===== config.mk =====
export PLATFORM = sky130hd
export DESIGN_NAME = serial_in_parallel_out_shifter
export DESIGN_NICKNAME = d
export VERILOG_FILES = /design/src/common/sipo_shifter_pkg.sv /design/src/core/pin_sync.sv /design/src/core/serial_in_parallel_out_shifter.sv
export VERILOG_INCLUDE_DIRS = /design/src /design/src/common
export SDC_FILE = /design/constraint.sdc
export NUM_CORES = 1
export LEC_CHECK = 0
export ABC_AREA = 1
export BUFFER_PORTS_ARGS = -buffer_cell sky130_fd_sc_hd__buf_2
export CAP_MARGIN = 20
export CORE_MARGIN = 4
export CORE_UTILIZATION = 48
export DETAILED_ROUTE_END_ITERATION = 6
export PLACE_DENSITY = 0.72
export SYNTH_ARGS = -nofsm -noshare
export SYNTH_HDL_FRONTEND = slang
export SYNTH_HIERARCHICAL = 1
export SYNTH_SLANG_ARGS = --single-unit

===== constraint.sdc =====
create_clock -name mclk_i -period 1.4 [get_ports mclk_i]
set_clock_uncertainty 0.2 [all_clocks]
set_input_delay 0.14 -clock mclk_i [delete_from_list [all_inputs] [get_ports mclk_i]]
set_output_delay 0.14 -clock mclk_i [all_outputs]
set_load 0.05 [all_outputs]

===== src/common/sipo_shifter_regs.svh =====
`ifndef SIPO_SHIFTER_REGS_SVH
`define SIPO_SHIFTER_REGS_SVH

// ****************************************************************
// stage geometry
// ****************************************************************
`define SIPO_STAGE_COUNT   8
`define SIPO_FIRST_STAGE   0
`define SIPO_LAST_STAGE    7
`define SIPO_CLEAR_VALUE   8'h00

// ****************************************************************
// pin synchroniser geometry
// ****************************************************************
`define SIPO_SYNC_DEPTH    2
`define SIPO_PIN_COUNT     4
`define SIPO_PIN_CLK       0
`define SIPO_PIN_CLR       1
`define SIPO_PIN_SA        2
`define SIPO_PIN_SB        3
`define SIPO_PIN_RESET     4'h0

`endif


===== src/common/sipo_shifter_pkg.sv =====
package sipo_shifter_pkg;

  // ****************************************************************
  // types
  // ****************************************************************
  typedef logic [7:0] stage_vec_t;
  typedef logic [3:0] pin_vec_t;

endpackage : sipo_shifter_pkg


===== src/core/pin_sync.sv =====
`timescale 1ns/1ps

// ****************************************************************
// two flip-flop synchroniser per bit
// ****************************************************************
module pin_sync #(
  parameter int          WIDTH     = 4,
  parameter logic [3:0]  RESET_VAL = 4'h0
) (
  input  wire logic             mclk_i,
  input  wire logic             rstn_i,
  input  wire logic [WIDTH-1:0] async_i,
  output logic      [WIDTH-1:0] sync_o
);

  logic [WIDTH-1:0] meta;

  // first flop, read only by the second
  always_ff @(posedge mclk_i or negedge rstn_i) begin
    if (!rstn_i) begin
      meta <= RESET_VAL[WIDTH-1:0];
    end else begin
      meta <= async_i;
    end
  end

  always_ff @(posedge mclk_i or negedge rstn_i) begin
    if (!rstn_i) begin
      sync_o <= RESET_VAL[WIDTH-1:0];
    end else begin
      sync_o <= meta;
    end
  end

endmodule : pin_sync


===== src/core/serial_in_parallel_out_shifter.sv =====
`timescale 1ns/1ps
`include "sipo_shifter_regs.svh"

// Overview of operation
// - eight storage stages are held and each stage drives its own parallel output bit.
// - on each rising shift clock with clear inactive every stage after the first takes the previous stage's value.
// - on that edge the first stage takes the AND of both serial inputs sampled just before the edge.
// - a low master clear empties all stages at once, overriding clock and data, and drives outputs low.
// - the last stage output feeds the serial input of a following device on the same clock to chain stages.
module serial_in_parallel_out_shifter #(
  parameter int STAGES = `SIPO_STAGE_COUNT
) (
  input  wire logic                        mclk_i,
  input  wire logic                        rstn_i,
  input  wire logic                        shift_clock_i,
  input  wire logic                        master_clear_n_i,
  input  wire logic                        serial_in_a_i,
  input  wire logic                        serial_in_b_i,
  output logic      [STAGES-1:0]           stage_o,
  output logic                             first_stage_out_o,
  output logic                             last_stage_out_o
);

  // ****************************************************************
  // pin synchronisation
  // ****************************************************************
  sipo_shifter_pkg::pin_vec_t pins_raw;
  sipo_shifter_pkg::pin_vec_t pins_sync;
  logic                       clk_seen;
  logic                       data_before;
  logic                       shift_pulse;
  logic                       next_first;
  logic                       clear_n;

  assign pins_raw[`SIPO_PIN_CLK] = shift_clock_i;
  assign pins_raw[`SIPO_PIN_CLR] = master_clear_n_i;
  assign pins_raw[`SIPO_PIN_SA]  = serial_in_a_i;
  assign pins_raw[`SIPO_PIN_SB]  = serial_in_b_i;

  pin_sync #(
    .WIDTH     (`SIPO_PIN_COUNT),
    .RESET_VAL (`SIPO_PIN_RESET)
  ) u_pin_sync (
    .mclk_i  (mclk_i),
    .rstn_i  (rstn_i),
    .async_i (pins_raw),
    .sync_o  (pins_sync)
  );

  // ****************************************************************
  // shift clock edge and pre-edge data
  // ****************************************************************
  always_ff @(posedge mclk_i or negedge rstn_i) begin
    if (!rstn_i) begin
      clk_seen <= 1'b0;
    end else begin
      clk_seen <= pins_sync[`SIPO_PIN_CLK];
    end
  end

  // data as it stood one cycle before the edge was seen
  always_ff @(posedge mclk_i or negedge rstn_i) begin
    if (!rstn_i) begin
      data_before <= 1'b0;
    end else begin
      data_before <= pins_sync[`SIPO_PIN_SA] & pins_sync[`SIPO_PIN_SB];
    end
  end

  // rising edge, and clear released on the synchronised side as well
  assign shift_pulse = pins_sync[`SIPO_PIN_CLK] & ~clk_seen & pins_sync[`SIPO_PIN_CLR];
  assign next_first  = data_before;

  // ****************************************************************
  // stages
  // ****************************************************************
  // master clear acts without the clock
  assign clear_n = rstn_i & master_clear_n_i;

  always_ff @(posedge mclk_i or negedge clear_n) begin
    if (!clear_n) begin
      stage_o[`SIPO_FIRST_STAGE] <= 1'b0;
    end else if (shift_pulse) begin
      stage_o[`SIPO_FIRST_STAGE] <= next_first;
    end
  end

  for (genvar i = 1; i < STAGES; i++) begin : g_stage
    always_ff @(posedge mclk_i or negedge clear_n) begin
      if (!clear_n) begin
        stage_o[i] <= 1'b0;
      end else if (shift_pulse) begin
        stage_o[i] <= stage_o[i-1];
      end
    end
  end

  // separate copies of the end stages, chain tap on the last
  always_ff @(posedge mclk_i or negedge clear_n) begin
    if (!clear_n) begin
      first_stage_out_o <= 1'b0;
    end else if (shift_pulse) begin
      first_stage_out_o <= next_first;
    end
  end

  always_ff @(posedge mclk_i or negedge clear_n) begin
    if (!clear_n) begin
      last_stage_out_o <= 1'b0;
    end else if (shift_pulse) begin
      last_stage_out_o <= stage_o[STAGES-2];
    end
  end

  // ****************************************************************
  // assertions
  // ****************************************************************
  logic [3:0] ones_run;

  always_ff @(posedge mclk_i or negedge clear_n) begin
    if (!clear_n) begin
      ones_run <= 4'h0;
    end else if (shift_pulse) begin
      ones_run <= next_first ? ((ones_run == 4'hF) ? ones_run : ones_run + 4'h1) : 4'h0;
    end
  end

  // ****************************************************************
  // properties
  // ****************************************************************

  shift_move_a : assert property (
    @(posedge mclk_i) disable iff (!clear_n)
    shift_pulse |=> stage_o[STAGES-1:1] == $past(stage_o[STAGES-2:0]))
    else $error("stages did not move one place on a shift");

  edge_latency_a : assert property (
    @(posedge mclk_i) disable iff (!clear_n)
    shift_pulse |-> $past(shift_clock_i, 2) && !$past(shift_clock_i, 3))
    else $error("shift not caused by a rising shift clock two cycles back");

  first_load_a : assert property (
    @(posedge mclk_i) disable iff (!clear_n)
    shift_pulse |=> stage_o[0] == $past(serial_in_a_i & serial_in_b_i, 4))
    else $error("first stage did not take the pre-edge serial AND");

  clear_out_a : assert property (
    @(posedge mclk_i) disable iff (!rstn_i)
    !master_clear_n_i |-> (stage_o == '0) && !first_stage_out_o && !last_stage_out_o)
    else $error("outputs not low while master clear is low");

  hold_stable_a : assert property (
    @(posedge mclk_i) disable iff (!clear_n)
    !shift_pulse |=> $stable(stage_o))
    else $error("stages changed without a shift clock edge");

  end_taps_a : assert property (
    @(posedge mclk_i) disable iff (!clear_n)
    first_stage_out_o == stage_o[0])
    else $error("first stage output differs from stage zero");

  chain_tap_a : assert property (
    @(posedge mclk_i) disable iff (!clear_n)
    shift_pulse |=> last_stage_out_o == $past(stage_o[STAGES-2]))
    else $error("chain tap did not take the stage before the last");

  fill_ones_a : assert property (
    @(posedge mclk_i) disable iff (!clear_n)
    (ones_run >= 4'h8) |-> stage_o == '1)
    else $error("eight shifted ones did not fill the register");

  shift_once_a : assert property (
    @(posedge mclk_i) disable iff (!clear_n)
    shift_pulse |=> !shift_pulse)
    else $error("one rising shift clock edge shifted twice");

  data_gate_a : assert property (
    @(posedge mclk_i) disable iff (!clear_n)
    shift_pulse && !$past(serial_in_a_i, 3) |=> !stage_o[0])
    else $error("low serial input a did not block a one");

  enable_gate_a : assert property (
    @(posedge mclk_i) disable iff (!clear_n)
    shift_pulse && !$past(serial_in_b_i, 3) |=> !stage_o[0])
    else $error("low serial input b did not block a one");

  clear_sync_a : assert property (
    @(posedge mclk_i) disable iff (!clear_n)
    shift_pulse |-> $past(master_clear_n_i, 2))
    else $error("shift while master clear was still seen low");

  clear_release_a : assert property (
    @(posedge mclk_i) disable iff (!clear_n)
    $rose(master_clear_n_i) |-> !shift_pulse ##1 !shift_pulse)
    else $error("shift too soon after master clear release");

  tap_stable_a : assert property (
    @(posedge mclk_i) disable iff (!clear_n)
    !shift_pulse |=> $stable(first_stage_out_o) && $stable(last_stage_out_o))
    else $error("end taps changed without a shift clock edge");

  // ****************************************************************
  // cover points
  // ****************************************************************

  shift_one_c : cover property (
    @(posedge mclk_i) disable iff (!clear_n)
    shift_pulse && next_first);

  clear_busy_c : cover property (
    @(posedge mclk_i) disable iff (!rstn_i)
    (stage_o != '0) ##1 !master_clear_n_i);

  full_ones_c : cover property (
    @(posedge mclk_i) disable iff (!clear_n)
    stage_o == '1);

  zero_entry_c : cover property (
    @(posedge mclk_i) disable iff (!clear_n)
    shift_pulse && !next_first);

  chain_carry_c : cover property (
    @(posedge mclk_i) disable iff (!clear_n)
    shift_pulse && stage_o[STAGES-1]);

endmodule : serial_in_parallel_out_shifter


### Word level (Yosys, flattened, before mapping)

Index checks and enable logic that the tools add are counted.

* $add $sub $neg: 0
* multiply operators: 0
* divide/modulo/power cells: 0
* order comparisons: 0
* equal/unequal tests: 0
* shift-type cells: 0
* muxes and demuxes: 0
* bitwise logic cells: 5
* reduce and logical (&&, ||, !) cells: 0

Operators with widths (number)
* $and 1x1->1: 4
* $not 1->1: 1

* bits in registers: 18
* bits in latches: 0
* memory bits (writable): 0
* bits in read-only memories: 0
* bits of input ports: 6
* output and inout port bits: 10
* word-level logic and storage cells: 17
* memories kept: 0

### Longest topological paths before layout

* depth in word-level cells: 3
* mapped depth: 4

### Cells and area by module

The synthesis kept the hierarchy.

By module, submodules not included
* serial_in_parallel_out_shifter: times used 1, cells an instance 44, area an instance 434.2 µm²
* pin_sync: times used 1, cells an instance 8, area an instance 200.2 µm²

### Worst setup path before layout

No wires, ideal clock.

* path kind: reg-to-output
* from: reg, netlist name first_stage_out_o
* to: out stage_o[0]
* arrival: 921 ps
* setup slack: 139 ps
* cell stages (with the launch flop): 2
* path through: dfrtp_1 > buf_4

RTL lines
* to (decl): RTL line serial_in_parallel_out_shifter.sv:19 `output logic [STAGES-1:0] stage_o,`

### Worst setup path in the final report

* from: reg first_stage_out_o
* to: out first_stage_out_o

RTL lines
* from (decl): RTL line serial_in_parallel_out_shifter.sv:20 `output logic first_stage_out_o,`
* from (signal assigned): RTL line serial_in_parallel_out_shifter.sv:103 `first_stage_out_o <= next_first;`

No word-level cell between the ends.

==> run summary <==
pwr dens - 1570 nW/µm²
grt total ovfl - 0
CTS Sinks - 18
Net Count, Synth - 58
IO buf count - 15
Initial Util - 0.542
CTS tree - yes
Residual DRC - 0
crit path time final - 1.30 ns
post-CTS sizing - 0
antenna violations before repair - 0
first-pass GRT wire length - 1710 µm
post-synthesis sequential area ratio - 0.710
RSZ-0062 raised after global routing - false
crit share post-route - 0.926
Yosys cell types - 8
Worst setup EP type - primary output
die boundary height - 44.4 µm
FILL cells - 94
Detailed Route Iter0 Violations - 7
slowest stage delay, CP - 0.39 ns
worst slew pin tran - 0.331 ns
Fin. Hold Viols - 0
Final Net Count - 79
fmax - 0.771 GHz
kind of cell adding the most delay to the critical path - flip-flops
Synth Register Bits - 18
Reg2Reg Setup Slack - 0.25 ns
Slew HR - 0.779
row count - 12
r2r startpoint - u_pin_sync/sync_o[0]$_DFF_PN0_
Worst-path clk slew - 0.10 ns
Syn Std Cell Area - 634 µm²
YS warnings - 6
Post-CTS Setup Inserts - 0
Worst Path Class, Setup - reg2out
Yosys top cell area share - 0.710
largest net degree at the start of global routing - 12
root buf cell - clkbuf_4
clk buf depth - 2
Syn Inst Count - 52
worst min path class - in2async
Critical Path AT - 0.96 ns
fin util - 0.662
R2R depth - 3
Cell Chain, Critical Path - buf_2
largest cells by area after synthesis - dfrtp_1, nand2_1, nand4_1
Final HPWL DP - 673 µm
share of layout cells above drive strength 1 - 0.292
Tot GR Track Use - 0.134
level count of the clock H-tree - 1
via count - 421
Max Cap Violations - 0
worst skew pair latency - 0.29 ns
vias per inst - 4.90
Detail Route Antenna Nets - 0
number of global-route vias before repair - 373
Ports - 16
Yosys top cell by area - dfrtp_1
outcome - completed
syn_area_per_cell - 12.2 µm²
antenna fix cells - 0
Final GP Congestion - 0.802
worst ir drop on vdd - 0.740 mV
Critical path buffers and inverters - 1
DRT Wirelength - 1050 µm
CTS Buf Count - 3
Post-Route Setup TNS - 0 ns
drt pass-1 iters - 4
chip width - 44.4 µm
Die ar. - 1970 µm²
Avg WL per Cell - 12.2 µm
Max Slew Vio Count - 0
CORE AREA - 1170 µm²
hold buffers post-CTS - 5
Fin Hold WS - 0.0258 ns
CP max stage cell - dfrtp_1
Leak Pwr - 0.432 nW
r2r endpoint - stage_o[1]$_DFFE_PN0P_
maximum fanout along the worst path - 4
Final setup violation count - 0
Startpoint Class - register
critical path depth in cells - 1
Area Overhead vs Synth - 22.3%
Critical Path RT - 1.06 ns
-- how the worst max path moves through the flow --
stage | from | end | slack, ns
3_5_place_dp | u_pin_sync/sync_o[0]$_DFF_PN0_ | stage_o[6]$_DFFE_PN0P_ | 0.27
5_1_grt | first_stage_out_o$_DFFE_PN0P_ | first_stage_out_o | 0.04
6_report | first_stage_out_o$_DFFE_PN0P_ | first_stage_out_o | 0.10
4_1_cts | first_stage_out_o$_DFFE_PN0P_ | first_stage_out_o | 0.08
2_1_floorplan | first_stage_out_o$_DFFE_PN0P_ | stage_o[0] | 0.14
3_3_place_gp | u_pin_sync/sync_o[0]$_DFF_PN0_ | stage_o[5]$_DFFE_PN0P_ | 0.29
-- through the flow --
step	instance area [µm²]	total power, mW	cells	setup WS (ns)
3_5_place_dp	689	0.911	77	0.269
2_1_floorplan	634	0.850	52	0.139
4_1_cts	776	1.23	86	0.0817
5_1_grt	776	1.29	86	0.0400
3_3_place_gp	689	0.907	77	0.290
6_report	776	1.22	86	0.103
-- layer usage --
metal / vias up / GRT usage / wire [µm]
li1: 208 / - / -
met1: 195 / 0.154 / 439
met2: 14 / 0.201 / 519
met3: 4 / 0.0610 / 63
met4: 0 / 0.0904 / 28
met5: - / 0 / 0
-- state kept, by name, indices dropped and copies added (netlist names) --
register / flops
clk_seen: 1
data_before: 1
first_stage_out_o: 1
last_stage_out_o: 1
stage_o: 6
u_pin_sync/meta: 4
u_pin_sync/sync_o: 4
-- synth_stat cells --
cell type	n
nand4_1	8
inv_2	1
inv_1	2
nand2_1	18
buf_6	2
dfrtp_1	18
buf_4	2
nand3_4	1
-- placed cells by master (no fill, tap or decap) --
cell and instances:
inv_2 1, inv_1 2, dlygate4sd3_1 5, nand2_1 18, nand3_4 1, dfrtp_1 18
clkbuf_8 1, buf_2 15, clkbuf_4 3, nand4_1 8
-- cell type report --
type                    instances  area (µm²)  share of cell area
flip-flops and latches         18         450               0.581
multi-input cells              27         135               0.174
repair buffers                 20         125               0.161
clock buffers                   4        36.3              0.0468
well taps                      14        17.5              0.0226
inverters                       3        11.3              0.0145
-- worst register-to-register path: stages, from the launching register on --
cell and delay [ns]:
dfrtp_1 0.55, nand3_4 0.16, nand2_1 0.10, nand2_1 0.05
-- report_power, final --
group	internal (mW)	total [mW]	switching, mW	leakage, nW
combinational	0.0653	0.293	0.227	0.186
sequential	0.574	0.617	0.0434	0.226
clock	0.158	0.309	0.151	0.0210
-- logic make-up (layout without fill, tap and decap cells) --
| kind of cell | after synthesis | after routing | synth area share |
|---|---|---|---|
| DFF | 18 | 18 | 0.710 |
| and+or+nand+nor | 27 | 27 | 0.213 |
| buffers and inverters | 7 | 27 | 0.0769 |
Power figures use the tool's default switching activity.
